--- config.mk ---
export PLATFORM = sky130hd
export DESIGN_NAME = msc_sideband
export DESIGN_NICKNAME = d
export VERILOG_FILES = /design/src/design/msc_pkg.sv /design/src/design/msc_pin_if.sv /design/src/design/msc_pin_sync.sv /design/src/design/msc_sideband.sv
export SDC_FILE = /design/constraint.sdc
export NUM_CORES = 1
export LEC_CHECK = 0
export ABC_AREA = 1
export BUFFER_PORTS_ARGS = -buffer_cell sky130_fd_sc_hd__buf_4
export CORE_MARGIN = 5
export CORE_UTILIZATION = 57
export DETAILED_ROUTE_END_ITERATION = 12
export MAX_ROUTING_LAYER = met4
export PLACE_DENSITY = 0.81
export SLEW_MARGIN = 20
export SYNTH_ARGS = -nofsm -noshare
export SYNTH_HDL_FRONTEND = slang
export SYNTH_SLANG_ARGS = --single-unit
--- constraint.sdc ---
create_clock -name clock -period 4.6 [get_ports clock]
set_clock_uncertainty 0.05 [all_clocks]
set_input_delay 0.23 -clock clock [delete_from_list [all_inputs] [get_ports clock]]
set_output_delay 0.23 -clock clock [all_outputs]
set_load 0.02 [all_outputs]
--- src/design/msc_pkg.sv ---
// constants, register map and state codes of the module sideband control
// assumes a single 50 MHz clock and a synchronous active-low system reset
package msc_pkg;

	// clock
	localparam int unsigned MSC_CLK_HZ = 50_000_000;
	localparam int unsigned MSC_CLK_PERIOD_NS = 20;

	// least reset pulse on the reset pin, rounded up to whole cycles
	localparam int unsigned MSC_T_RESET_MIN_NS = 2;
	localparam int unsigned MSC_RESET_MIN_CYC =
		(MSC_T_RESET_MIN_NS * 1000 + MSC_CLK_PERIOD_NS - 1) /
		MSC_CLK_PERIOD_NS;
	localparam int MSC_RST_CNT_W = 8;

	// longest init and serial ready times in ms, rounded down to cycles
	localparam int unsigned MSC_T_INIT_MS = 2000;
	localparam int unsigned MSC_INIT_CYC =
		MSC_T_INIT_MS * (MSC_CLK_HZ / 1000);
	localparam int unsigned MSC_T_SERIAL_MS = 2000;
	localparam int unsigned MSC_SERIAL_CYC =
		MSC_T_SERIAL_MS * (MSC_CLK_HZ / 1000);
	localparam int MSC_INIT_CNT_W = 27;

	// register port
	localparam int MSC_ADDR_W = 4;
	localparam int MSC_DATA_W = 16;
	localparam logic [MSC_ADDR_W-1:0] MSC_ADDR_STATUS = 4'h0;
	localparam logic [MSC_ADDR_W-1:0] MSC_ADDR_MASK = 4'h1;
	localparam logic [MSC_ADDR_W-1:0] MSC_ADDR_CONTROL = 4'h2;
	localparam logic [MSC_ADDR_W-1:0] MSC_ADDR_STATE = 4'h3;

	// status and mask layout
	localparam int MSC_ST_RESET_DONE = 0;
	localparam int MSC_ST_ALARM_LSB = 1;
	localparam int MSC_ST_WARN_LSB = 5;
	localparam int MSC_CHANNELS = 4;
	localparam logic [MSC_DATA_W-1:0] MSC_STATUS_USED = 16'h01FF;
	localparam logic [MSC_DATA_W-1:0] MSC_STATUS_RESET = 16'h0000;
	localparam logic [MSC_DATA_W-1:0] MSC_MASK_RESET = 16'h01FF;

	// control layout
	localparam int MSC_CTL_FORCE_LP = 0;
	localparam logic [MSC_DATA_W-1:0] MSC_CONTROL_USED = 16'h0001;
	localparam logic [MSC_DATA_W-1:0] MSC_CONTROL_RESET = 16'h0000;

	// state register layout
	localparam int MSC_SR_NOT_READY = 0;
	localparam int MSC_SR_SELECTED = 1;
	localparam int MSC_SR_LOW_POWER = 2;
	localparam int MSC_SR_IN_RESET = 3;
	localparam int MSC_SR_BUS_READY = 4;

	// synchroniser reset: {sda, scl, low_power, reset_n, select_n}
	localparam logic [4:0] MSC_SYNC_RESET = 5'h1B;

	typedef enum logic [2:0] {
		MSC_ST_INIT = 3'b001,
		MSC_ST_RUN = 3'b010,
		MSC_ST_HOLD = 3'b100
	} msc_state_t;

endpackage : msc_pkg

--- src/design/msc_pin_if.sv ---
// synchronised sideband pin levels passed from the synchroniser to the core
// assumes both ends run on the same clock
interface msc_pin_if;
	logic select_n;
	logic reset_n;
	logic low_power;
	logic scl;
	logic sda;

	modport sync_side (
		output select_n,
		output reset_n,
		output low_power,
		output scl,
		output sda
	);

	modport core_side (
		input select_n,
		input reset_n,
		input low_power,
		input scl,
		input sda
	);
endinterface : msc_pin_if

--- src/design/msc_pin_sync.sv ---
// two-flop synchronisers for the asynchronous sideband and 2-wire pins
// assumes the pins are levels from the host with no relation to clock
module msc_pin_sync
	import msc_pkg::*;
(
	input wire logic clock,
	input wire logic rst_n,
	input wire logic module_select_n_pin,
	input wire logic module_reset_n,
	input wire logic low_power_request,
	input wire logic scl_pin,
	input wire logic sda_in,
	msc_pin_if.sync_side pins
);
	logic [4:0] meta_q;
	logic [4:0] meta_d;
	logic [4:0] stable_q;
	logic [4:0] stable_d;

	always_comb begin
		meta_d = {sda_in, scl_pin, low_power_request, module_reset_n,
			module_select_n_pin};
		stable_d = meta_q;
	end

	// reset value deselects the module, as the idle pull-up would
	always_ff @(posedge clock) begin
		if (!rst_n) begin
			meta_q <= MSC_SYNC_RESET;
			stable_q <= MSC_SYNC_RESET;
		end else begin
			meta_q <= meta_d;
			stable_q <= stable_d;
		end
	end

	assign pins.select_n = stable_q[0];
	assign pins.reset_n = stable_q[1];
	assign pins.low_power = stable_q[2];
	assign pins.scl = stable_q[3];
	assign pins.sda = stable_q[4];
endmodule : msc_pin_sync

--- src/design/msc_sideband.sv ---
// sideband control of a pluggable transceiver module: select gate on the
// 2-wire bus, reset filter and init window, low power, presence, interrupt
// assumes a 2-wire slave core beside it on the same clock and pads that
// resolve the open-drain outputs from their enables
module msc_sideband
	import msc_pkg::*;
#(
	parameter int unsigned INIT_CYCLES = MSC_INIT_CYC,
	parameter int unsigned SERIAL_CYCLES = MSC_SERIAL_CYC
) (
	input wire logic clock,
	input wire logic rst_n,
	input wire logic module_select_n_pin,
	input wire logic module_reset_n,
	input wire logic low_power_request,
	input wire logic scl_pin,
	input wire logic sda_in,
	output logic sda_out,
	output logic sda_oe_n,
	output logic select_pullup_en,
	output logic twi_enable,
	output logic twi_scl,
	output logic twi_sda,
	input wire logic twi_sda_drive_low,
	input wire logic [MSC_CHANNELS-1:0] chan_alarm,
	input wire logic [MSC_CHANNELS-1:0] chan_warn,
	output logic low_power_state,
	output logic settings_reset,
	output logic module_present_n,
	output logic module_interrupt_n_out,
	output logic module_interrupt_n_oe_n,
	input wire logic [MSC_ADDR_W-1:0] reg_addr,
	input wire logic [MSC_DATA_W-1:0] reg_wdata,
	input wire logic reg_we,
	input wire logic reg_re,
	output logic [MSC_DATA_W-1:0] reg_rdata
);

	function automatic logic [MSC_INIT_CNT_W-1:0] last_count(
		input int unsigned cycles
	);
		last_count = MSC_INIT_CNT_W'(cycles - 1);
	endfunction : last_count

	localparam logic [MSC_RST_CNT_W-1:0] RST_LAST =
		MSC_RST_CNT_W'(MSC_RESET_MIN_CYC - 1);

	msc_pin_if pins ();

	msc_pin_sync u_sync (
		.clock(clock),
		.rst_n(rst_n),
		.module_select_n_pin(module_select_n_pin),
		.module_reset_n(module_reset_n),
		.low_power_request(low_power_request),
		.scl_pin(scl_pin),
		.sda_in(sda_in),
		.pins(pins)
	);

	// sequencing state
	msc_state_t state_q;
	msc_state_t state_d;
	logic [MSC_INIT_CNT_W-1:0] init_cnt_q;
	logic [MSC_INIT_CNT_W-1:0] init_cnt_d;
	logic [MSC_RST_CNT_W-1:0] rst_cnt_q;
	logic [MSC_RST_CNT_W-1:0] rst_cnt_d;
	logic bus_ready_q;
	logic bus_ready_d;
	logic not_ready_q;
	logic not_ready_d;
	logic init_done;
	logic enter_hold;

	// registers
	logic [MSC_DATA_W-1:0] status_q;
	logic [MSC_DATA_W-1:0] status_d;
	logic [MSC_DATA_W-1:0] mask_q;
	logic [MSC_DATA_W-1:0] mask_d;
	logic [MSC_DATA_W-1:0] control_q;
	logic [MSC_DATA_W-1:0] control_d;
	logic [MSC_DATA_W-1:0] rdata_q;
	logic [MSC_DATA_W-1:0] rdata_d;
	logic [MSC_DATA_W-1:0] status_set;
	logic [MSC_DATA_W-1:0] status_clr;

	// pin side outputs
	logic sda_oe_n_q;
	logic sda_oe_n_d;
	logic twi_en_q;
	logic twi_en_d;
	logic twi_scl_q;
	logic twi_scl_d;
	logic twi_sda_q;
	logic twi_sda_d;
	logic lp_q;
	logic lp_d;
	logic irq_q;
	logic irq_d;
	logic hold_q;
	logic hold_d;

	logic selected;
	assign selected = ~pins.select_n;

	// sequencer: power-up init, reset filter, hold, init on release
	always_comb begin
		state_d = state_q;
		init_cnt_d = init_cnt_q;
		rst_cnt_d = rst_cnt_q;
		bus_ready_d = bus_ready_q;
		not_ready_d = not_ready_q;
		init_done = 1'b0;
		enter_hold = 1'b0;
		if (pins.reset_n || state_q == MSC_ST_HOLD) begin
			rst_cnt_d = '0;
		end else if (rst_cnt_q != RST_LAST) begin
			rst_cnt_d = rst_cnt_q + MSC_RST_CNT_W'(1);
		end
		case (state_q)
			MSC_ST_INIT: begin
				init_cnt_d = init_cnt_q + MSC_INIT_CNT_W'(1);
				if (init_cnt_q == last_count(SERIAL_CYCLES)) begin
					bus_ready_d = 1'b1;
				end
				if (init_cnt_q == last_count(INIT_CYCLES)) begin
					state_d = MSC_ST_RUN;
					init_cnt_d = '0;
					bus_ready_d = 1'b1;
					not_ready_d = 1'b0;
					init_done = 1'b1;
				end
			end
			MSC_ST_RUN: begin
				init_cnt_d = '0;
			end
			MSC_ST_HOLD: begin
				init_cnt_d = '0;
				if (pins.reset_n) begin
					state_d = MSC_ST_INIT;
				end
			end
			default: begin
				state_d = MSC_ST_INIT;
				init_cnt_d = '0;
			end
		endcase
		if (state_q != MSC_ST_HOLD && !pins.reset_n &&
				rst_cnt_q == RST_LAST) begin
			state_d = MSC_ST_HOLD;
			init_cnt_d = '0;
			not_ready_d = 1'b1;
			init_done = 1'b0;
			enter_hold = 1'b1;
		end
	end

	always_ff @(posedge clock) begin
		if (!rst_n) begin
			state_q <= MSC_ST_INIT;
			init_cnt_q <= '0;
			rst_cnt_q <= '0;
			bus_ready_q <= 1'b0;
			not_ready_q <= 1'b1;
		end else begin
			state_q <= state_d;
			init_cnt_q <= init_cnt_d;
			rst_cnt_q <= rst_cnt_d;
			bus_ready_q <= bus_ready_d;
			not_ready_q <= not_ready_d;
		end
	end

	// register file; a flag raised in the cycle of its read stays set
	always_comb begin
		status_set = '0;
		status_set[MSC_ST_RESET_DONE] = init_done;
		status_set[MSC_ST_ALARM_LSB +: MSC_CHANNELS] = chan_alarm;
		status_set[MSC_ST_WARN_LSB +: MSC_CHANNELS] = chan_warn;
		status_clr = '0;
		mask_d = mask_q;
		control_d = control_q;
		rdata_d = '0;
		if (reg_re) begin
			if (reg_addr == MSC_ADDR_STATUS) begin
				rdata_d = status_q;
				status_clr = MSC_STATUS_USED;
			end else if (reg_addr == MSC_ADDR_MASK) begin
				rdata_d = mask_q;
			end else if (reg_addr == MSC_ADDR_CONTROL) begin
				rdata_d = control_q;
			end else if (reg_addr == MSC_ADDR_STATE) begin
				rdata_d[MSC_SR_NOT_READY] = not_ready_q;
				rdata_d[MSC_SR_SELECTED] = selected;
				rdata_d[MSC_SR_LOW_POWER] = lp_q;
				rdata_d[MSC_SR_IN_RESET] = hold_q;
				rdata_d[MSC_SR_BUS_READY] = bus_ready_q;
			end
		end
		if (reg_we) begin
			if (reg_addr == MSC_ADDR_MASK) begin
				mask_d = reg_wdata & MSC_STATUS_USED;
			end else if (reg_addr == MSC_ADDR_CONTROL) begin
				control_d = reg_wdata & MSC_CONTROL_USED;
			end
		end
		status_d = ((status_q & ~status_clr) | status_set) &
			MSC_STATUS_USED;
		if (enter_hold || state_q == MSC_ST_HOLD) begin
			mask_d = MSC_MASK_RESET;
			control_d = MSC_CONTROL_RESET;
			status_d = MSC_STATUS_RESET;
		end
	end

	always_ff @(posedge clock) begin
		if (!rst_n) begin
			status_q <= MSC_STATUS_RESET;
			mask_q <= MSC_MASK_RESET;
			control_q <= MSC_CONTROL_RESET;
			rdata_q <= '0;
		end else begin
			status_q <= status_d;
			mask_q <= mask_d;
			control_q <= control_d;
			rdata_q <= rdata_d;
		end
	end

	// pin side: bus gate, low power, interrupt, hold indication
	always_comb begin
		twi_en_d = selected && bus_ready_q && state_q != MSC_ST_HOLD;
		twi_scl_d = twi_en_d ? pins.scl : 1'b1;
		twi_sda_d = twi_en_d ? pins.sda : 1'b1;
		sda_oe_n_d = ~(twi_en_d && twi_sda_drive_low);
		lp_d = pins.low_power || control_q[MSC_CTL_FORCE_LP];
		irq_d = |(status_q & mask_q);
		hold_d = state_d == MSC_ST_HOLD;
	end

	always_ff @(posedge clock) begin
		if (!rst_n) begin
			twi_en_q <= 1'b0;
			twi_scl_q <= 1'b1;
			twi_sda_q <= 1'b1;
			sda_oe_n_q <= 1'b1;
			lp_q <= 1'b0;
			irq_q <= 1'b0;
			hold_q <= 1'b0;
		end else begin
			twi_en_q <= twi_en_d;
			twi_scl_q <= twi_scl_d;
			twi_sda_q <= twi_sda_d;
			sda_oe_n_q <= sda_oe_n_d;
			lp_q <= lp_d;
			irq_q <= irq_d;
			hold_q <= hold_d;
		end
	end

	assign twi_enable = twi_en_q;
	assign twi_scl = twi_scl_q;
	assign twi_sda = twi_sda_q;
	// data output removed within one cycle of the enable dropping
	assign sda_oe_n = sda_oe_n_q | ~twi_en_q;
	assign sda_out = 1'b0;
	assign select_pullup_en = 1'b1;
	assign module_present_n = 1'b0;
	assign module_interrupt_n_out = 1'b0;
	assign module_interrupt_n_oe_n = ~irq_q;
	assign low_power_state = lp_q;
	assign settings_reset = hold_q;
	assign reg_rdata = rdata_q;
endmodule : msc_sideband

==> impl_metrics.toml, run 1 <==
[critical_path]
end_kind = "flip-flop"
r2r.worst_path.cells = 7
cp_max_fo = 11
cp_data_arrival_time_ns = 2.17
rr_endpoint = "mask_q[2]"
slowest_delay_ns = 0.42
critPathMostFrequentCell = "nand3_1"
slowest_stage = "nand3_1"
cp.required_ns = 4.85
critPathKind = "flip-flop to flip-flop"
critPathLaunchType = "flip-flop"
r2r-start = "rst_cnt_q[0]"
cp_cell_sequence = "ha_1 > nand2_1 > nor2_2 > nand2_2 > nand3_1 > inv_2 > nand3_1"
reg2reg_slack_ns = 2.68

[clock_tree]
htreeDepth = 3
post_cts_buffers = 0
clkLatencyLatePin_ns = 0.35
cts_buffer_depth = 2
tritoncts = "done"
numCtsBuffers = 9
root_buffer = "clkbuf_8"
clock_sinks = 85
clk_pin_slew_ns = 0.08

[run_status]
status = "completed"

[finish]
drive_above_1_share = 0.191
seqCellArea_um2 = 1700
fillers = 583
area_delta_synth_final_pct = 15.2
mostFrequentLayoutCells = "148 x nand2_1, 85 x dfxtp_1, 74 x nor2_1, 46 x buf_4, 39 x nand3_1"
multi_input_area_um2 = 1890
postLayoutCoreUtil = 0.664
diodes = 0
nNetsFinal = 616
layout_commonest_cell = "nand2_1"
stdcell_count = 661

[power]
clockPowerShare = 0.407
p_int_mw = 1.11
sw_frac_of_total = 0.224
ir_drop_mv = 0.165
power.total_mw = 1.43
p_switching_uw = 320
combPwrFrac = 0.060
p_leak_nw = 1.73
power.density_nw_per_um2 = 322
seq_power_share = 0.533

[floorplan]
coreArea_um2 = 6680
start_util = 0.577
die_h_um = 92.2
fp-row-count = 30
dieWidth_um = 92.2
die_area_um2 = 8510
ioPinCount = 65

[detailed_routing]
avgRoutedWirePerCell_um = 12.5
vias_per_cell = 5.13
ant_nets = 0
vias = 3388
drc = 0
detail_route.iter0.violations = 254
finalWirelength_um = 8230
dr.pass1.iters = 5

[worst_hold_path]
hp-class = "input port to flip-flop"
min_path_cells = 3
hold-path-endpoint = "u_sync.meta_q[2]"
hold_path.startpoint = "low_power_request"

[global_routing]
grt_max_degree = 28
overflow = 0
grt.total_usage = 0.213
antenna_found_initial = 0
grt_pass1_wl_um = 14200
first_global_vias = 3201

[timing]
max_freq_mhz = 519
rsz0062_at_grt = "no"
min_period_ns = 1.92
hold_violations = 0
slew_viol_final = 0
relSlewSlack = 0.647
timing.final.crit_share = 0.418
worst_pin_slew_ns = 0.528
setup_slack_ns = 2.68
setup-tns-final_ns = 0
finalSetupViolCount = 0

[flow_run]
maxCapViolations = 0

[placement]
gp_congestion = 0.936
port_buffers = 46
dpl.hpwl_um = 6040
placedCellCount = 642
pre_cts_ws_ns = 2.68

[yosys]
ys_seq_area_frac = 0.441
avgSynthCellArea_um2 = 7.34
synth_cell_types = 31
synth-seq-cells = 85
ys_top_cells_by_area = "dfxtp_1 44%, nand2_1 14%, nor2_1 7.2%"
synth.top_cell.area_share = 0.441
synth-main-ff-cell = "dfxtp_1"
syn_inst = 525
synth_area_um2 = 3850
synth_warnings = 0
synth_top_cell_by_area = "dfxtp_1"
synth_edf_count = 0
async_reset_ff_frac = 0
-- metrics by stage --
stage          instance area (um2)  hold slack [ns]
6_report                      4440          0.00556
5_1_grt                       4440          0.00963
4_1_cts                       4420         0.000874
3_5_place_dp                  4190            0.348
3_3_place_gp                  4190            0.344
2_1_floorplan                 3890            0.249
-- critical path: cells and delay by family (launching register included) --
family,cells,cell delay (ns)
fa+ha+maj,1,0.25
flops,1,0.38
simple gates,5,1.01
buf+inv,1,0.19
-- logic make-up after synthesis --
kind of cell / share of synthesized area
AOI/OAI and AO/OA: 0.0711
xor gates and xnor gates: 0.0341
adders and majority gates: 0.00649
buffers and inverters: 0.0763
DFF: 0.441
other: 0.00195
and+or+nand+nor: 0.369
-- synth_stat cells, drive strengths merged (3+ instances only) --
| master | count |
|---|---|
| nand4 | 8 |
| o21ai | 5 |
| or2 | 12 |
| nand3b | 7 |
| inv | 38 |
| nand2 | 154 |
| a31oi | 3 |
| nor2 | 94 |
| xnor2 | 6 |
| a21oi | 37 |
| buf | 16 |
| xor2 | 9 |
| dfxtp | 85 |
| nand3 | 41 |
-- power groups by stage --
stage               registers [mW]  clock network (mW)  logic, mW
floorplan                    0.777                   0     0.0599
global placement             0.777                   0     0.0815
detailed placement           0.778                   0     0.0835
CTS                          0.761               0.591     0.0845
global route                 0.763               0.627     0.0943
finish                       0.761               0.581     0.0858
-- what timing repair did --
action                                 in CTS  in global routing
hold buffers                                1                  2
resized for setup                           0                  0
endpoints found under the hold margin       1                  2
-- how the worst max path moves through the flow --
stage / startpoint / end / slack [ns] / depth (start not counted)
floorplan: init_cnt_q[0] / init_cnt_q[9] / 3.01 / 9
finish: rst_cnt_q[0] / mask_q[2] / 2.68 / 7
CTS: rst_cnt_q[0] / mask_q[8] / 2.65 / 7
global placement: rst_cnt_q[0] / mask_q[0] / 2.75 / 7
global route: rst_cnt_q[0] / mask_q[6] / 2.46 / 7
detailed placement: rst_cnt_q[0] / mask_q[3] / 2.68 / 7
-- state kept, by name, indices dropped and copies added, names as in the netlist, 3 cells and up --
name	flops
init_cnt_q	27
mask_q	9
reg_rdata	9
status_q	9
rst_cnt_q	8
u_sync.meta_q	5
u_sync.stable_q	5
state_q	3
-- layer usage --
| layer | share of wire | track usage | wire length (um) | vias to the layer above |
|---|---|---|---|---|
| li1 | - | - | - | 1745 |
| met1 | 0.47 | 0.273 | 3870 | 1554 |
| met2 | 0.46 | 0.334 | 3830 | 81 |
| met3 | 0.051 | 0.0484 | 424 | 8 |
| met4 | 0.014 | 0.0730 | 112 | 0 |
| met5 | 0 | - | 0 | - |
-- layout make-up --
cell class / instances / share of cell area
Multi-Input combinational cell: 392 / 0.426
Sequential cell: 85 / 0.383
Timing Repair Buffer: 49 / 0.0846
Inverter: 39 / 0.0330
Clock buffer: 11 / 0.0318
Tap cell: 80 / 0.0225
Clock inverter: 5 / 0.0183
No activity file was read; power rests on OpenSTA's default activity.
==> inputs of run 2 (changes only) <==
--- a/config.mk
+++ b/config.mk
@@ -8,10 +8,10 @@
 export ABC_AREA = 1
 export BUFFER_PORTS_ARGS = -buffer_cell sky130_fd_sc_hd__buf_4
 export CORE_MARGIN = 5
-export CORE_UTILIZATION = 57
+export CORE_UTILIZATION = 56
 export DETAILED_ROUTE_END_ITERATION = 12
 export MAX_ROUTING_LAYER = met4
-export PLACE_DENSITY = 0.81
+export PLACE_DENSITY = 0.8
 export SLEW_MARGIN = 20
 export SYNTH_ARGS = -nofsm -noshare
 export SYNTH_HDL_FRONTEND = slang
==> constraint.sdc (replaced) <==
create_clock -name clock -period 1.85 [get_ports clock]
set_clock_uncertainty 0.05 [all_clocks]
set_input_delay 0.0925 -clock clock [delete_from_list [all_inputs] [get_ports clock]]
set_output_delay 0.0925 -clock clock [all_outputs]
set_load 0.02 [all_outputs]
==> run 2 against run 1 <==
  * Clock power up 120%
  * Routed wire length up 9.3%
  * Maximum frequency up 15%
  * Register-to-register slack worse by 2.5 ns
==> impl_metrics.toml, run 2 (synthesis results as in run 1) <==
[finish]
layout_commonest_cell = "nand2_1"
diodes = 0
largest_register_ff_count = 27
nNetsFinal = 645
mostFrequentLayoutCells = "148 x nand2_1, 85 x dfxtp_1, 74 x nor2_1, 52 x buf_4, 39 x nand3_1"
area_delta_synth_final_pct = 21.7
postLayoutCoreUtil = 0.695
fin_area_um2 = 4690
stdcell_count = 690
drive_above_1_share = 0.195
max_flop_register = "init_cnt_q"

[power]
combPwrFrac = 0.079
power.total_mw = 3.42
p_leak_nw = 1.84
p_int_mw = 2.55
p_switching_uw = 877
clockPowerShare = 0.368
power.density_nw_per_um2 = 729
seq_power_share = 0.553
sw_frac_of_total = 0.256
ir_drop_mv = 0.370

[clock_tree]
cts_buffer_depth = 2
tritoncts = "done"
clkLatencyLatePin_ns = 0.36
clock_sinks = 85
htreeDepth = 3
clk_pin_slew_ns = 0.10
root_buffer = "clkbuf_8"
numCtsBuffers = 9

[global_routing]
grt_max_degree = 28
overflow = 0
grt_pass1_wl_um = 15000
first_global_vias = 3377
antenna_found_initial = 0
grt.total_usage = 0.219

[detailed_routing]
drc = 0
vias_per_cell = 5.21
vias = 3596
dr.pass1.iters = 5
ant_nets = 0
avgRoutedWirePerCell_um = 13.0
finalWirelength_um = 9000
detail_route.iter0.violations = 294

[critical_path]
end_kind = "flip-flop"
cp_data_arrival_time_ns = 1.87
cp.required_ns = 2.04
reg2reg_slack_ns = 0.18
critPathLaunchType = "flip-flop"
cp_max_fo = 27
critPathKind = "flip-flop to flip-flop"

[placement]
placed_area_um2 = 4250
dpl.hpwl_um = 6350
placedCellCount = 649
gp_congestion = 0.965
port_buffers = 46
pre_cts_ws_ns = 0.211

[floorplan]
die_area_um2 = 8640
ioPinCount = 65
fp-row-count = 30
coreArea_um2 = 6760
start_util = 0.571
dieWidth_um = 93.0
die_h_um = 93.0

[timing]
rsz0062_at_grt = "no"
timing.final.crit_share = 0.905
finalSetupViolCount = 0
holdWs_ns = 0.0152
slew_viol_final = 0
max_freq_mhz = 597
hold_violations = 0
setup_slack_ns = 0.175
min_period_ns = 1.67
setup-tns-final_ns = 0

[worst_hold_path]
hp-class = "input port to flip-flop"

[run_status]
status = "completed"

[flow_run]
maxCapViolations = 0
==> run 2: cell types whose count changed in the layout (fill, tap and decap cells not counted) <==
cell           previous run  this run
buf_4                    46        52
buf_12                    0         1
inv_6                     1         2
inv_8                     0         1
clkinv_4                  0         2
clkbuf_1                  1         0
bufinv_16                 2         0
clkinv_2                  1         0
dlygate4sd3_1             3        25
==> run 2: power groups by stage <==
stage          logic (mW)  registers (mW)  clock network (mW)
3_3_place_gp        0.220            1.93                   0
6_report            0.271            1.89                1.26
4_1_cts             0.268            1.89                1.28
5_1_grt             0.293            1.90                1.37
2_1_floorplan       0.149            1.93                   0
3_5_place_dp        0.225            1.93                   0
==> run 2: layout make-up <==
| cell class | count | area [um2] |
|---|---|---|
| fill | 553 | 2060 |
| multi-input combinational | 392 | 1890 |
| sequential | 85 | 1700 |
| timing repair buffer | 78 | 661 |
| inverter | 39 | 146 |
| clock buffer | 10 | 138 |
| tap | 80 | 100 |
| clock inverter | 6 | 53.8 |
==> run 2: worst paths after layout <==
| path | cells after the start | to | start |
|---|---|---|---|
| setup / recovery | 9 | init_cnt_q[21] | init_cnt_q[0] |
| hold / removal | 4 | reg_rdata[2] | reg_addr[2] |
| setup reg to reg | 9 | init_cnt_q[21] | init_cnt_q[0] |
| hold reg to reg | 1 | u_sync.stable_q[1] | u_sync.meta_q[1] |
==> run 2: what timing repair did <==
action / CTS / global route
hold buffers: 25 / 0
resized for setup: 0 / 0
buffers inserted: 0 / 0
hold endpoints to repair: 27 / 0
==> run 2: critical path, cell delays in order (launching register included) <==
cell	delay [ns]
dfxtp_1	0.35
ha_1	0.30
inv_2	0.07
nor2_4	0.16
nand2_4	0.10
nor2_2	0.12
nand2_2	0.07
nand3_4	0.07
buf_12	0.20
a21oi_1	0.06
==> run 2: layer usage <==
metal | vias up | wire length, um | global-route usage
met5 | - | 0 | -
met4 | 0 | 155 | 0.0879
met3 | 16 | 463 | 0.0346
met2 | 123 | 4440 | 0.359
met1 | 1649 | 3940 | 0.272
li1 | 1808 | - | -
